### src/pkg/rtc_cal_pkg.sv
package rtc_cal_pkg;

	// ************************************************
	// Register byte addresses
	// ************************************************
	localparam logic [31:0] ADDR_ALARM_ENABLE   = 32'h5700_0050;
	localparam logic [31:0] ADDR_ALARM_HOUR     = 32'h5700_005C;
	localparam logic [31:0] ADDR_ALARM_DATE     = 32'h5700_0060;
	localparam logic [31:0] ADDR_ALARM_MONTH    = 32'h5700_0064;
	localparam logic [31:0] ADDR_ALARM_YEAR     = 32'h5700_0068;
	localparam logic [31:0] ADDR_ROUNDING       = 32'h5700_006C;
	localparam logic [31:0] ADDR_TIME_SECONDS   = 32'h5700_0070;
	localparam logic [31:0] ADDR_TIME_MINUTES   = 32'h5700_0074;
	localparam logic [31:0] ADDR_TIME_HOURS     = 32'h5700_0078;
	localparam logic [31:0] ADDR_TIME_DATE      = 32'h5700_007C;
	localparam logic [31:0] ADDR_TIME_WEEKDAY   = 32'h5700_0080;
	localparam logic [31:0] ADDR_TIME_MONTH     = 32'h5700_0084;
	localparam logic [31:0] ADDR_TIME_YEAR      = 32'h5700_0088;

	// ************************************************
	// Implemented bits of each register
	// ************************************************
	localparam logic [7:0] MASK_ALARM_ENABLE = 8'h7C;
	localparam logic [7:0] MASK_HOUR         = 8'h3F;
	localparam logic [7:0] MASK_DATE         = 8'h3F;
	localparam logic [7:0] MASK_MONTH        = 8'h1F;
	localparam logic [7:0] MASK_YEAR         = 8'hFF;
	localparam logic [7:0] MASK_ROUNDING     = 8'h0F;
	localparam logic [7:0] MASK_MIN_SEC      = 8'h7F;
	localparam logic [7:0] MASK_WEEKDAY      = 8'h07;

	// ************************************************
	// Field positions
	// ************************************************
	localparam int ROUND_ENABLE_BIT = 3;
	localparam int EN_GLOBAL_BIT    = 6;
	localparam int EN_YEAR_BIT      = 5;
	localparam int EN_MONTH_BIT     = 4;
	localparam int EN_DATE_BIT      = 3;
	localparam int EN_HOUR_BIT      = 2;

	// ************************************************
	// Boundary codes and limits
	// ************************************************
	localparam logic [2:0] BOUND_30 = 3'h3;
	localparam logic [2:0] BOUND_40 = 3'h4;
	localparam logic [2:0] BOUND_50 = 3'h5;
	localparam logic [7:0] LIMIT_30 = 8'h30;
	localparam logic [7:0] LIMIT_40 = 8'h40;
	localparam logic [7:0] LIMIT_50 = 8'h50;
	localparam logic [7:0] LIMIT_NONE = 8'hFF;
	localparam logic [7:0] MAX_SEC_MIN = 8'h59;
	localparam logic [7:0] MAX_HOUR    = 8'h23;
	localparam logic [7:0] MAX_MONTH   = 8'h12;
	localparam logic [7:0] MAX_YEAR    = 8'h99;
	localparam logic [7:0] MAX_WEEKDAY = 8'h07;

	// ************************************************
	// Reset values
	// ************************************************
	localparam logic [7:0] RST_ZERO = 8'h00;
	localparam logic [7:0] RST_ONE  = 8'h01;

	// ************************************************
	// Bus answers and timing
	// ************************************************
	localparam logic [1:0] RESP_OKAY   = 2'h0;
	localparam logic [1:0] RESP_SLVERR = 2'h2;
	localparam longint CLK_PERIOD_NS = 50;
	localparam longint SECOND_NS     = 1000000000;
	localparam int SECOND_CYCLES = int'(SECOND_NS / CLK_PERIOD_NS);

endpackage

### src/rtl/rtc_calendar_alarm_round_reset.sv
// What this block does
// Alarm hour holds BCD tens [5:4], units [3:0], upper bits zero.
// Alarm date holds BCD day, tens [5:4], resets to one.
// Alarm month keeps tens as bit 4, units low nibble, resets one.
// Alarm year is an eight-bit BCD store cleared by reset.
// Writing rounding enable bit 3 as one requests a seconds rounding.
// Boundary codes 3, 4, 5 carry into minutes above 30, 40, 50.
// Other boundary codes still clear seconds but never carry.
// Seconds expose tens 0..5 in [6:4], units in [3:0].
// Minutes expose tens 0..5 in [6:4], units low nibble, read/write.
// Hours expose tens 0..2 in [5:4], units [3:0], [7:6] reserved.
// Day of month exposes tens 0..3 in [5:4], units [3:0].
// Weekday uses bits [2:0] with values 1 to 7.
// Month tens is bit 4, units [3:0], bits [7:5] reserved.
// Year holds two BCD digits 00 to 99, read/write.
// Round reset zeroes seconds, adds a minute if past the boundary.
// Software accesses every register as a single byte only.
// Alarm fires when global enable bit 6 is set and all enabled fields equal current time fields.
// Alarm raises interrupt; in power-off mode also the wake-up output.
// BCD units roll nine to zero, counters wrap and carry onward.
// Reserved bits read zero and ignore writes.
//
// The AXI4-Lite interface to the registers was decided locally.
module rtc_calendar_alarm_round_reset #(
	parameter int SECOND_CYCLES = rtc_cal_pkg::SECOND_CYCLES
) (
	input  wire logic        aclk,
	input  wire logic        aresetn,
	input  wire logic [31:0] awaddr,
	input  wire logic        awvalid,
	output logic             awready,
	input  wire logic [31:0] wdata,
	input  wire logic [3:0]  wstrb,
	input  wire logic        wvalid,
	output logic             wready,
	output logic [1:0]       bresp,
	output logic             bvalid,
	input  wire logic        bready,
	input  wire logic [31:0] araddr,
	input  wire logic        arvalid,
	output logic             arready,
	output logic [31:0]      rdata,
	output logic [1:0]       rresp,
	output logic             rvalid,
	input  wire logic        rready,
	input  wire logic        power_off_mode,
	output logic             alarm_interrupt,
	output logic             power_wakeup_output
);

	// ************************************************
	// Helpers
	// ************************************************
	function automatic logic mapped(input logic [31:0] a);
		case (a)
			rtc_cal_pkg::ADDR_ALARM_ENABLE, rtc_cal_pkg::ADDR_ALARM_HOUR,
			rtc_cal_pkg::ADDR_ALARM_DATE, rtc_cal_pkg::ADDR_ALARM_MONTH,
			rtc_cal_pkg::ADDR_ALARM_YEAR, rtc_cal_pkg::ADDR_ROUNDING,
			rtc_cal_pkg::ADDR_TIME_SECONDS, rtc_cal_pkg::ADDR_TIME_MINUTES,
			rtc_cal_pkg::ADDR_TIME_HOURS, rtc_cal_pkg::ADDR_TIME_DATE,
			rtc_cal_pkg::ADDR_TIME_WEEKDAY, rtc_cal_pkg::ADDR_TIME_MONTH,
			rtc_cal_pkg::ADDR_TIME_YEAR: mapped = 1'b1;
			default: mapped = 1'b0;
		endcase
	endfunction

	// Wraps to low after top, units roll nine to zero
	function automatic logic [7:0] bcd_next(input logic [7:0] v,
		input logic [7:0] top, input logic [7:0] low);
		if (v == top)
			bcd_next = low;
		else if (v[3:0] == 4'h9)
			bcd_next = {v[7:4] + 4'h1, 4'h0};
		else
			bcd_next = v + 8'h01;
	endfunction

	function automatic logic [7:0] month_last(input logic [7:0] m,
		input logic [7:0] y);
		logic leap;
		leap = y[4] ? (y[3:0] == 4'h2 || y[3:0] == 4'h6)
			: (y[3:0] == 4'h0 || y[3:0] == 4'h4 || y[3:0] == 4'h8);
		case (m)
			8'h02: month_last = leap ? 8'h29 : 8'h28;
			8'h04, 8'h06, 8'h09, 8'h11: month_last = 8'h30;
			default: month_last = 8'h31;
		endcase
	endfunction

	function automatic logic [7:0] round_limit(input logic [2:0] code);
		case (code)
			rtc_cal_pkg::BOUND_30: round_limit = rtc_cal_pkg::LIMIT_30;
			rtc_cal_pkg::BOUND_40: round_limit = rtc_cal_pkg::LIMIT_40;
			rtc_cal_pkg::BOUND_50: round_limit = rtc_cal_pkg::LIMIT_50;
			default: round_limit = rtc_cal_pkg::LIMIT_NONE;
		endcase
	endfunction

	logic [7:0]  alarm_enable_control;
	logic [7:0]  alarm_hour;
	logic [7:0]  alarm_day_of_month;
	logic [7:0]  alarm_month;
	logic [7:0]  alarm_year;
	logic [7:0]  seconds_rounding_control;
	logic [7:0]  time_seconds;
	logic [7:0]  time_minutes;
	logic [7:0]  time_hours;
	logic [7:0]  time_day_of_month;
	logic [7:0]  time_weekday;
	logic [7:0]  time_month;
	logic [7:0]  time_year;
	logic [31:0] div_cnt;
	logic        sec_tick;
	logic        pwr_meta;
	logic        pwr_sync;
	logic        match_q;
	logic        wr_go;
	logic [7:0]  wr_byte;
	logic        round_req;
	logic        round_carry;
	logic        inc_min;
	logic        inc_hour;
	logic        inc_day;
	logic        inc_month;
	logic        inc_year;
	logic        alarm_match;
	logic [7:0]  rd_byte;

	// ************************************************
	// Register bus
	// ************************************************
	// Both address and data taken together, one cycle after both are valid
	assign wr_go   = awready & awvalid & wready & wvalid & wstrb[0];
	assign wr_byte = wdata[7:0];

	always_ff @(posedge aclk)
	begin
		if (!aresetn)
		begin
			awready <= 1'b0;
			wready  <= 1'b0;
			bvalid  <= 1'b0;
			bresp   <= rtc_cal_pkg::RESP_OKAY;
		end
		else if (awready)
		begin
			awready <= 1'b0;
			wready  <= 1'b0;
			bvalid  <= 1'b1;
			bresp   <= mapped(awaddr) ? rtc_cal_pkg::RESP_OKAY
				: rtc_cal_pkg::RESP_SLVERR;
		end
		else if (bvalid)
			bvalid <= !bready;
		else if (awvalid && wvalid)
		begin
			awready <= 1'b1;
			wready  <= 1'b1;
		end
	end

	always_ff @(posedge aclk)
	begin
		if (!aresetn)
		begin
			arready <= 1'b0;
			rvalid  <= 1'b0;
			rdata   <= 32'h0000_0000;
			rresp   <= rtc_cal_pkg::RESP_OKAY;
		end
		else if (arready)
		begin
			arready <= 1'b0;
			rvalid  <= 1'b1;
			rdata   <= {24'h00_0000, rd_byte};
			rresp   <= mapped(araddr) ? rtc_cal_pkg::RESP_OKAY
				: rtc_cal_pkg::RESP_SLVERR;
		end
		else if (rvalid)
			rvalid <= !rready;
		else if (arvalid)
			arready <= 1'b1;
	end

	always_comb
	begin
		case (araddr)
			rtc_cal_pkg::ADDR_ALARM_ENABLE: rd_byte = alarm_enable_control;
			rtc_cal_pkg::ADDR_ALARM_HOUR:   rd_byte = alarm_hour;
			rtc_cal_pkg::ADDR_ALARM_DATE:   rd_byte = alarm_day_of_month;
			rtc_cal_pkg::ADDR_ALARM_MONTH:  rd_byte = alarm_month;
			rtc_cal_pkg::ADDR_ALARM_YEAR:   rd_byte = alarm_year;
			rtc_cal_pkg::ADDR_ROUNDING:     rd_byte = seconds_rounding_control;
			rtc_cal_pkg::ADDR_TIME_SECONDS: rd_byte = time_seconds;
			rtc_cal_pkg::ADDR_TIME_MINUTES: rd_byte = time_minutes;
			rtc_cal_pkg::ADDR_TIME_HOURS:   rd_byte = time_hours;
			rtc_cal_pkg::ADDR_TIME_DATE:    rd_byte = time_day_of_month;
			rtc_cal_pkg::ADDR_TIME_WEEKDAY: rd_byte = time_weekday;
			rtc_cal_pkg::ADDR_TIME_MONTH:   rd_byte = time_month;
			rtc_cal_pkg::ADDR_TIME_YEAR:    rd_byte = time_year;
			default:                        rd_byte = 8'h00;
		endcase
	end

	// ************************************************
	// Alarm and rounding registers
	// ************************************************
	always_ff @(posedge aclk)
	begin
		if (!aresetn)
		begin
			alarm_enable_control <= rtc_cal_pkg::RST_ZERO;
			alarm_hour           <= rtc_cal_pkg::RST_ZERO;
			alarm_day_of_month   <= rtc_cal_pkg::RST_ONE;
			alarm_month          <= rtc_cal_pkg::RST_ONE;
			alarm_year           <= rtc_cal_pkg::RST_ZERO;
			seconds_rounding_control <= rtc_cal_pkg::RST_ZERO;
		end
		else if (wr_go)
		begin
			case (awaddr)
				rtc_cal_pkg::ADDR_ALARM_ENABLE: alarm_enable_control <=
					wr_byte & rtc_cal_pkg::MASK_ALARM_ENABLE;
				rtc_cal_pkg::ADDR_ALARM_HOUR: alarm_hour <=
					wr_byte & rtc_cal_pkg::MASK_HOUR;
				rtc_cal_pkg::ADDR_ALARM_DATE: alarm_day_of_month <=
					wr_byte & rtc_cal_pkg::MASK_DATE;
				rtc_cal_pkg::ADDR_ALARM_MONTH: alarm_month <=
					wr_byte & rtc_cal_pkg::MASK_MONTH;
				rtc_cal_pkg::ADDR_ALARM_YEAR: alarm_year <=
					wr_byte & rtc_cal_pkg::MASK_YEAR;
				rtc_cal_pkg::ADDR_ROUNDING: seconds_rounding_control <=
					wr_byte & rtc_cal_pkg::MASK_ROUNDING;
				default: ;
			endcase
		end
	end

	// ************************************************
	// Second divider and time counters
	// ************************************************
	always_ff @(posedge aclk)
	begin
		if (!aresetn)
		begin
			div_cnt  <= 32'h0000_0000;
			sec_tick <= 1'b0;
		end
		else
		begin
			sec_tick <= (div_cnt == 32'(SECOND_CYCLES - 1));
			div_cnt  <= (div_cnt == 32'(SECOND_CYCLES - 1)) ? 32'h0000_0000
				: div_cnt + 32'h0000_0001;
		end
	end

	// Rounding acts on the write itself; the stored enable only reads back
	assign round_req = wr_go && awaddr == rtc_cal_pkg::ADDR_ROUNDING
		&& wr_byte[rtc_cal_pkg::ROUND_ENABLE_BIT];
	assign round_carry = round_req
		&& time_seconds > round_limit(wr_byte[2:0]);
	assign inc_min   = (sec_tick && time_seconds == rtc_cal_pkg::MAX_SEC_MIN)
		|| round_carry;
	assign inc_hour  = inc_min && time_minutes == rtc_cal_pkg::MAX_SEC_MIN;
	assign inc_day   = inc_hour && time_hours == rtc_cal_pkg::MAX_HOUR;
	assign inc_month = inc_day
		&& time_day_of_month == month_last(time_month, time_year);
	assign inc_year  = inc_month && time_month == rtc_cal_pkg::MAX_MONTH;

	// Bus write to a field beats the count in the same cycle
	always_ff @(posedge aclk)
	begin
		if (!aresetn)
		begin
			time_seconds      <= rtc_cal_pkg::RST_ZERO;
			time_minutes      <= rtc_cal_pkg::RST_ZERO;
			time_hours        <= rtc_cal_pkg::RST_ZERO;
			time_day_of_month <= rtc_cal_pkg::RST_ONE;
			time_weekday      <= rtc_cal_pkg::RST_ONE;
			time_month        <= rtc_cal_pkg::RST_ONE;
			time_year         <= rtc_cal_pkg::RST_ZERO;
		end
		else
		begin
			if (round_req)
				time_seconds <= rtc_cal_pkg::RST_ZERO;
			else if (wr_go && awaddr == rtc_cal_pkg::ADDR_TIME_SECONDS)
				time_seconds <= wr_byte & rtc_cal_pkg::MASK_MIN_SEC;
			else if (sec_tick)
				time_seconds <= bcd_next(time_seconds,
					rtc_cal_pkg::MAX_SEC_MIN, rtc_cal_pkg::RST_ZERO);
			if (wr_go && awaddr == rtc_cal_pkg::ADDR_TIME_MINUTES)
				time_minutes <= wr_byte & rtc_cal_pkg::MASK_MIN_SEC;
			else if (inc_min)
				time_minutes <= bcd_next(time_minutes,
					rtc_cal_pkg::MAX_SEC_MIN, rtc_cal_pkg::RST_ZERO);
			if (wr_go && awaddr == rtc_cal_pkg::ADDR_TIME_HOURS)
				time_hours <= wr_byte & rtc_cal_pkg::MASK_HOUR;
			else if (inc_hour)
				time_hours <= bcd_next(time_hours,
					rtc_cal_pkg::MAX_HOUR, rtc_cal_pkg::RST_ZERO);
			if (wr_go && awaddr == rtc_cal_pkg::ADDR_TIME_DATE)
				time_day_of_month <= wr_byte & rtc_cal_pkg::MASK_DATE;
			else if (inc_day)
				time_day_of_month <= bcd_next(time_day_of_month,
					month_last(time_month, time_year), rtc_cal_pkg::RST_ONE);
			if (wr_go && awaddr == rtc_cal_pkg::ADDR_TIME_WEEKDAY)
				time_weekday <= wr_byte & rtc_cal_pkg::MASK_WEEKDAY;
			else if (inc_day)
				time_weekday <= bcd_next(time_weekday,
					rtc_cal_pkg::MAX_WEEKDAY, rtc_cal_pkg::RST_ONE);
			if (wr_go && awaddr == rtc_cal_pkg::ADDR_TIME_MONTH)
				time_month <= wr_byte & rtc_cal_pkg::MASK_MONTH;
			else if (inc_month)
				time_month <= bcd_next(time_month,
					rtc_cal_pkg::MAX_MONTH, rtc_cal_pkg::RST_ONE);
			if (wr_go && awaddr == rtc_cal_pkg::ADDR_TIME_YEAR)
				time_year <= wr_byte;
			else if (inc_year)
				time_year <= bcd_next(time_year,
					rtc_cal_pkg::MAX_YEAR, rtc_cal_pkg::RST_ZERO);
		end
	end

	// ************************************************
	// Alarm compare and outputs
	// ************************************************
	always_ff @(posedge aclk)
	begin
		if (!aresetn)
		begin
			pwr_meta <= 1'b0;
			pwr_sync <= 1'b0;
		end
		else
		begin
			pwr_meta <= power_off_mode;
			pwr_sync <= pwr_meta;
		end
	end

	assign alarm_match = alarm_enable_control[rtc_cal_pkg::EN_GLOBAL_BIT]
		&& (!alarm_enable_control[rtc_cal_pkg::EN_YEAR_BIT]
			|| alarm_year == time_year)
		&& (!alarm_enable_control[rtc_cal_pkg::EN_MONTH_BIT]
			|| alarm_month == time_month)
		&& (!alarm_enable_control[rtc_cal_pkg::EN_DATE_BIT]
			|| alarm_day_of_month == time_day_of_month)
		&& (!alarm_enable_control[rtc_cal_pkg::EN_HOUR_BIT]
			|| alarm_hour == time_hours);

	// One pulse per entry into a match, not a level for the whole hour
	always_ff @(posedge aclk)
	begin
		if (!aresetn)
		begin
			match_q             <= 1'b0;
			alarm_interrupt     <= 1'b0;
			power_wakeup_output <= 1'b0;
		end
		else
		begin
			match_q             <= alarm_match;
			alarm_interrupt     <= alarm_match && !match_q;
			power_wakeup_output <= alarm_match && !match_q && pwr_sync;
		end
	end
endmodule

### config.mk
export PLATFORM = sky130hd
export DESIGN_NAME = rtc_calendar_alarm_round_reset
export DESIGN_NICKNAME = d
export VERILOG_FILES = /design/src/pkg/rtc_cal_pkg.sv /design/src/rtl/rtc_calendar_alarm_round_reset.sv
export SDC_FILE = /design/constraint.sdc
export NUM_CORES = 1
export LEC_CHECK = 0
export BUFFER_PORTS_ARGS = -buffer_cell sky130_fd_sc_hd__buf_4
export CAP_MARGIN = 20
export CORE_UTILIZATION = 23
export DETAILED_ROUTE_END_ITERATION = 16
export HOLD_SLACK_MARGIN = 0.12
export PLACE_DENSITY = 0.37
export SETUP_SLACK_MARGIN = 0.4
export SYNTH_ARGS = -nofsm -noshare
export SYNTH_HDL_FRONTEND = slang
export SYNTH_SLANG_ARGS = --single-unit
### constraint.sdc
create_clock -name aclk -period 9.6 [get_ports aclk]
set_input_delay 1.44 -clock aclk [delete_from_list [all_inputs] [get_ports aclk]]
set_output_delay 1.44 -clock aclk [all_outputs]
set_load 0.01 [all_outputs]
; Yosys cells after proc, flatten, opt, wreduce, memory -nomap -nowiden
; Cells that the tools add are included.
[classes]
add_sub_neg = 15
mul = 0
div_mod_pow = 0
n_lt_le_gt_ge = 1
eq_ne = 58
n_shift = 0
n_mux = 50
n_bitwise = 6
n_reduce_logical = 66
[ops]
columns = op, n
row1 = "32-bit by 31-bit equality test with 1-bit output, second input constant", 26
row2 = 8-bit two-way mux, 19
row3 = 8-bit case mux with 13 select lines, 1
row4 = "8-bit by 1-bit adder with 8-bit output, second input constant", 7
row5 = "32-bit by 1-bit adder with 32-bit output, second input constant", 1
row6 = "32-bit by 25-bit equality test with 1-bit output, second input constant", 1
row7 = "4-bit equality test, second input constant", 8
row8 = "4-bit by 1-bit adder with 4-bit output, second input constant", 7
row9 = 7-bit two-way mux, 4
row10 = 13-bit OR reduction, 2
row11 = "8-bit by 3-bit equality test with 1-bit output, second input constant", 3
row12 = 6-bit two-way mux, 4
row13 = 8-bit case mux with 3 select lines, 1
row14 = 1-bit logical AND, 22
row15 = 6-bit by 8-bit equality test with 1-bit output, 2
row16 = "8-bit by 5-bit equality test with 1-bit output, second input constant", 2
row17 = "8-bit by 7-bit equality test with 1-bit output, second input constant", 2
row18 = 8-bit equality test, 2
row19 = 2-bit OR reduction, 8
row20 = 1-bit two-way mux, 14
row21 = 2-bit AND reduction, 7
row22 = 2-bit nonzero test, 7
row23 = 5-bit two-way mux, 2
row24 = 5-bit case mux with 2 select lines, 1
row25 = other kinds (20), 43
[totals]
regBits = 145
latchBits = 0
ram_bits = 0
mem_bits_ro = 0
input_bits = 108
out_inout_bits = 43
word_cells = 230
mem_count = 0

; Logic depth before layout (Yosys ltp)
[logic_depth]
ltp_word = 17
mapped_depth = 13
depth_no_buf = 12

; Worst setup path after synthesis
; Ideal clock, no wire load.
[synth_path]
kind = input -> register
start = in wdata[1]
end = reg time_year[4]
setup_ns = 0.074
arrival_ns = 4.012
required_ns = 9.526
setup_slack_ns = 5.514
stages = 12
path_buffers = 0
path_cell_list = nand2_1 > o21ai_0 > inv_1 > ha_1 > nand4_1 > nand2_1 > a211oi_1 > o211ai_4 > a211oi_4 > nand3_2 > or4_1 > a31oi_1
[synth_via]
elab_chain_cells = 10
elab_cells_between_ends = 12
cone_classes = 1 x order compare / 3 x eq/ne / 1 x mux / 7 x reduce/logical
[synth_lines]
columns = item, line
row1 = "start, declared", rtc_calendar_alarm_round_reset.sv:32  ; input wire logic [31:0] wdata,
row2 = 3-bit equality test or 3-bit by 2-bit equality test with 1-bit output (tied branches), rtc_calendar_alarm_round_reset.sv:91  ; case (code)
row3 = 8-bit case mux with 3 select lines (*), rtc_calendar_alarm_round_reset.sv:91
row4 = 8-bit > comparator (*), rtc_calendar_alarm_round_reset.sv:261  ; && time_seconds > round_limit(wr_byte[2:0]);
row5 = 1-bit logical AND (*), rtc_calendar_alarm_round_reset.sv:261
row6 = 1-bit logical OR (*), rtc_calendar_alarm_round_reset.sv:263  ; || round_carry;
row7 = 1-bit logical AND (*), rtc_calendar_alarm_round_reset.sv:264  ; assign inc_hour = inc_min && time_minutes == rtc_cal_pkg::MAX_SEC_MIN;
row8 = 1-bit logical AND (*), rtc_calendar_alarm_round_reset.sv:265  ; assign inc_day = inc_hour && time_hours == rtc_cal_pkg::MAX_HOUR;
row9 = 1-bit logical AND (*), rtc_calendar_alarm_round_reset.sv:267  ; && time_day_of_month == month_last(time_month, time_year);
row10 = 1-bit logical AND (*), rtc_calendar_alarm_round_reset.sv:268  ; assign inc_year = inc_month && time_month == rtc_cal_pkg::MAX_MONTH;
row11 = 2-bit nonzero test (no line) (*), n/a
row12 = "end signal, assigned", rtc_calendar_alarm_round_reset.sv:281  ; time_year <= rtc_cal_pkg::RST_ZERO;
row13 = "end signal, assigned", rtc_calendar_alarm_round_reset.sv:318  ; time_year <= wr_byte;
row14 = "end signal, assigned", rtc_calendar_alarm_round_reset.sv:320  ; time_year <= bcd_next(time_year,
row15 = "end, declared", rtc_calendar_alarm_round_reset.sv:111  ; logic [7:0] time_year;
; Mark *: on every way between the ends. The rest lies on a longest branch, timed or not.
; A chain may end at the register's enable or synchronous reset.

; Worst setup path after layout
; Ends and elaborated chain as after synthesis.

==> impl.org <==
** GRT
- Global-route wire length before repair :: 51200 µm
- The initial antenna violation count is 2.
- For this run the aggregate overflow at the end of global routing stands at 0.
- Pin count of the biggest net entering global routing :: 44
- Across every metal layer, demand over resource in global routing totals 17.5%.
- The number of global-route vias before repair was 8309.

** Setup path
- The critical path is of the input port to register type.
- Worst path top cell family by delay :: compound AO/OA/AOI/OAI gates
- Maximum fanout count along the critical path :: 14
- Buffers and inverters on the worst path :: 2
- CP peak stage delay :: 650 ps
- STA puts the critical path data required time at 9980 ps.
- Walking the worst path, the cells encountered are buf_4 > nand2_1 > o21ai_0 > inv_1 > ha_1 > nand4_1 > nand2_1 > a211oi_1 > o211ai_4 > a211oi_4 > nand3_2 > or4_1 > a31oi_1.
- STA classifies the critical path startpoint as an input port.
- WP data arrival :: 5010 ps
- Most used cell along the critical path :: sky130_fd_sc_hd__nand2_1
- Worst R2R Start :: time_seconds[0]
- Critical path launch point :: wdata[1]
- Max stage delay cell, worst path :: sky130_fd_sc_hd__a211oi_4
- Nature of the critical path endpoint :: register

** Timing
- For the final routed database, the setup TNS stands at 0 ps.
- Setup repair after global routing missed its margin :: no
- Slew HR :: 35.9%
- The count of endpoints failing hold in the final timing report came to 0.
- Based on the critical path, the design can be clocked at up to 0.216 GHz.
- Crit share post-route :: 48.2%
- Between clock sinks in the finished design, the worst skew comes to 17.4 ps.
- Minimum clock period after layout :: 4630 ps
- Slew at the pin closest to its max-slew limit :: 954 ps
- Setup violations, final :: 0
- Once routing completed, OpenROAD measured the worst setup slack at 4970 ps.
- The final number of max-transition violations is 0.

** Clock tree
- CTS saw 143 sinks.
- Buffers inserted during clock tree synthesis total 17.
- Clock-pin slew was measured on the worst setup and hold paths at 70 ps.
- The clock tree synthesis step divided the H-tree into 4 levels.
- Number of resized instances in the post-cts repair step :: 0
- Post-CTS timing repair inserted 0 buffers for setup.
- Clock latency on the worst-skew pair, taken at its later pin, is 460 ps.
- Post-CTS Hold Fix Bufs :: 0
- CTS Root Buffer Type :: sky130_fd_sc_hd__clkbuf_16
- Clock tree from TritonCTS :: built
- The clock passes through at most 2 buffers.

** Synthesis
- Among all flip-flop cells after synthesis, the most frequent one is sky130_fd_sc_hd__dfxtp_1.
- Synthesis handed over a netlist of 1138 instances.
- Share of the yosys chip area belonging to registers :: 32.1%
- After synthesis the netlist holds a flip-flop and latch count of 143.
- Post-Syn Area per Cell :: 7.82 µm²
- For this run, the number of Yosys warnings is 0.
- Post-Syn Area :: 8900 µm²
- Synthesis instantiated 75 different standard cells from the library.
- EDFF count, synth :: 0
- Async SR Flop Fraction :: 0%

** Final layout
- Most common cell after layout, fill and taps aside :: sky130_fd_sc_hd__nor2_1
- Compared with the post-synthesis result, the final layout area differs by 19.6%.
- Leaving out fill and tap cells, the most frequent cells in the layout are 145 x sky130_fd_sc_hd__nor2_1, 143 x sky130_fd_sc_hd__dfxtp_1, 118 x sky130_fd_sc_hd__nand2_1.
- The multi-input combinational cells in the finished layout cover a total of 5620 µm².
- Layout cells sized above 1 :: 12.8%
- Number of nets in the layout :: 1349
- Fill cells in the final layout number 4211.
- Total inserted antenna cells :: 0
- FF+latch area :: 2860 µm²

** Run
- Across the run, the number of max-cap violations was 0.

** Placement
- At the placement stage, the worst setup path has a slack of 4470 ps.
- At the end of routability-driven placement, the weighted congestion stood at 0.903.
- During placement, the flow inserted port buffers numbering 97.
- Post-DP HPWL :: 24300 µm

** Die
- For this configuration, the core starts out at a cell density of 23.5%.
- Horizontal die dimension :: 199 µm
- Chip Height :: 199 µm
- In this run the standard cell core region covers 37800 µm².
- Core Rows :: 71
- The die covers 39500 µm².
- I/O pin total :: 151

** Power and ir drop
- Total leakage power :: 0.00415 µW
- Maximum vdd ir drop :: 123 µV
- Dividing total power by cell area gives a power density of 132 nW/µm².

** Routing
- The first routing iteration left 478 violations.
- Average via count per standard cell :: 4.92
- After detailed routing, the number of remaining DRC violations is 0.
- Initial DRT Pass Iterations :: 5
- Wire length reported by the detailed router :: 33500 µm
- The detail route stage leaves a number of antenna-violating nets equal to 0.
- The final route contains 8531 vias.
- Wirelength per Cell :: 19.3 µm

** Hold path
- Worst Hold Launch :: pwr_meta
- Path class of the lowest-slack min-delay path :: register to register

** Run status
- Outcome :: complete, no violations
-- path summary, 6_finish.rpt --
kind	end	slack, ps	cells after the start
worst max-delay path	time_year[4]	4970	13
worst min-delay path	pwr_sync	440	1
worst max register to register	time_year[4]	5740	9
worst min register to register	pwr_sync	440	1
-- layer usage --
| layer | track usage [%] | vias up | wire [µm] |
|---|---|---|---|
| met5 | 0 | - | 0 |
| met4 | 5.93 | 0 | 726 |
| met3 | 3.41 | 39 | 1300 |
| met2 | 28.4 | 177 | 15900 |
| met1 | 23.0 | 4125 | 15600 |
| li1 | - | 4190 | - |
-- cell families after synthesis --
kind of cell	Yosys count	share of synthesized area (%)
xor+xnor	71	6.98
mux	53	6.01
fa+ha+maj	31	4.36
flops	143	32.1
simple gates	494	27.7
compound gates	233	16.9
buf+inv	112	5.85
other cells	1	0.0421
-- power breakdown --
group / internal (µW) / total [µW] / switching (µW)
combinational: 33.6 / 84.6 / 51.0
sequential: 596 / 599 / 3.11
clock: 398 / 726 / 328
total: 1030 / 1410 / 382
-- flip-flops by register name, indices dropped and copies added (netlist names), 4 cells and up --
signal                    count
time_year                     8
time_minutes                  8
time_day_of_month             8
div_cnt                      32
seconds_rounding_control      4
alarm_hour                    6
alarm_enable_control          5
rdata                         8
alarm_day_of_month            6
time_seconds                  8
alarm_month                   5
time_weekday                  8
time_month                    8
time_hours                    8
alarm_year                    8
-- Yosys cell counts (17+ instances only) --
cell type                  number  share of area (%)
sky130_fd_sc_hd__nor2_1       145                6.1
sky130_fd_sc_hd__dfxtp_1      143                 32
sky130_fd_sc_hd__nand2_1      118                5.0
sky130_fd_sc_hd__o21ai_0       67                3.8
sky130_fd_sc_hd__a21oi_1       56                3.1
sky130_fd_sc_hd__mux2i_1       49                5.5
sky130_fd_sc_hd__nand3_1       49                2.8
sky130_fd_sc_hd__clkbuf_1      47                2.0
sky130_fd_sc_hd__xor2_1        36                3.5
sky130_fd_sc_hd__xnor2_1       35                3.4
sky130_fd_sc_hd__inv_1         33                1.4
sky130_fd_sc_hd__ha_1          31                4.4
sky130_fd_sc_hd__nand4_1       29                2.0
sky130_fd_sc_hd__buf_4         26                2.2
sky130_fd_sc_hd__nor3_1        25                1.4
sky130_fd_sc_hd__nor4_1        21                1.5
sky130_fd_sc_hd__and2_1        18                1.3
sky130_fd_sc_hd__nor2b_1       18                1.3
sky130_fd_sc_hd__a31oi_1       17                1.2
-- final cells by class --
cell class,instances,area share (%)
multi-input combinational,908,52.7
sequential,143,26.9
timing repair buffer,106,7.47
tap,511,6.00
clock buffer,17,3.99
clock inverter,15,1.75
inverter,34,1.20
-- through the flow --
stage	hold slack [ps]	cells	cell area (µm²)	utilization (%)	power, µW
floorplan	382	1163	9000	-	655
global placement	419	1702	10000	26.5	698
detailed placement	418	1702	10000	26.5	698
CTS	441	1734	10700	28.1	1440
global route	449	1734	10700	28.1	1470
finish	436	1734	10700	28.1	1410
No activity file was read; power rests on OpenSTA's default activity.
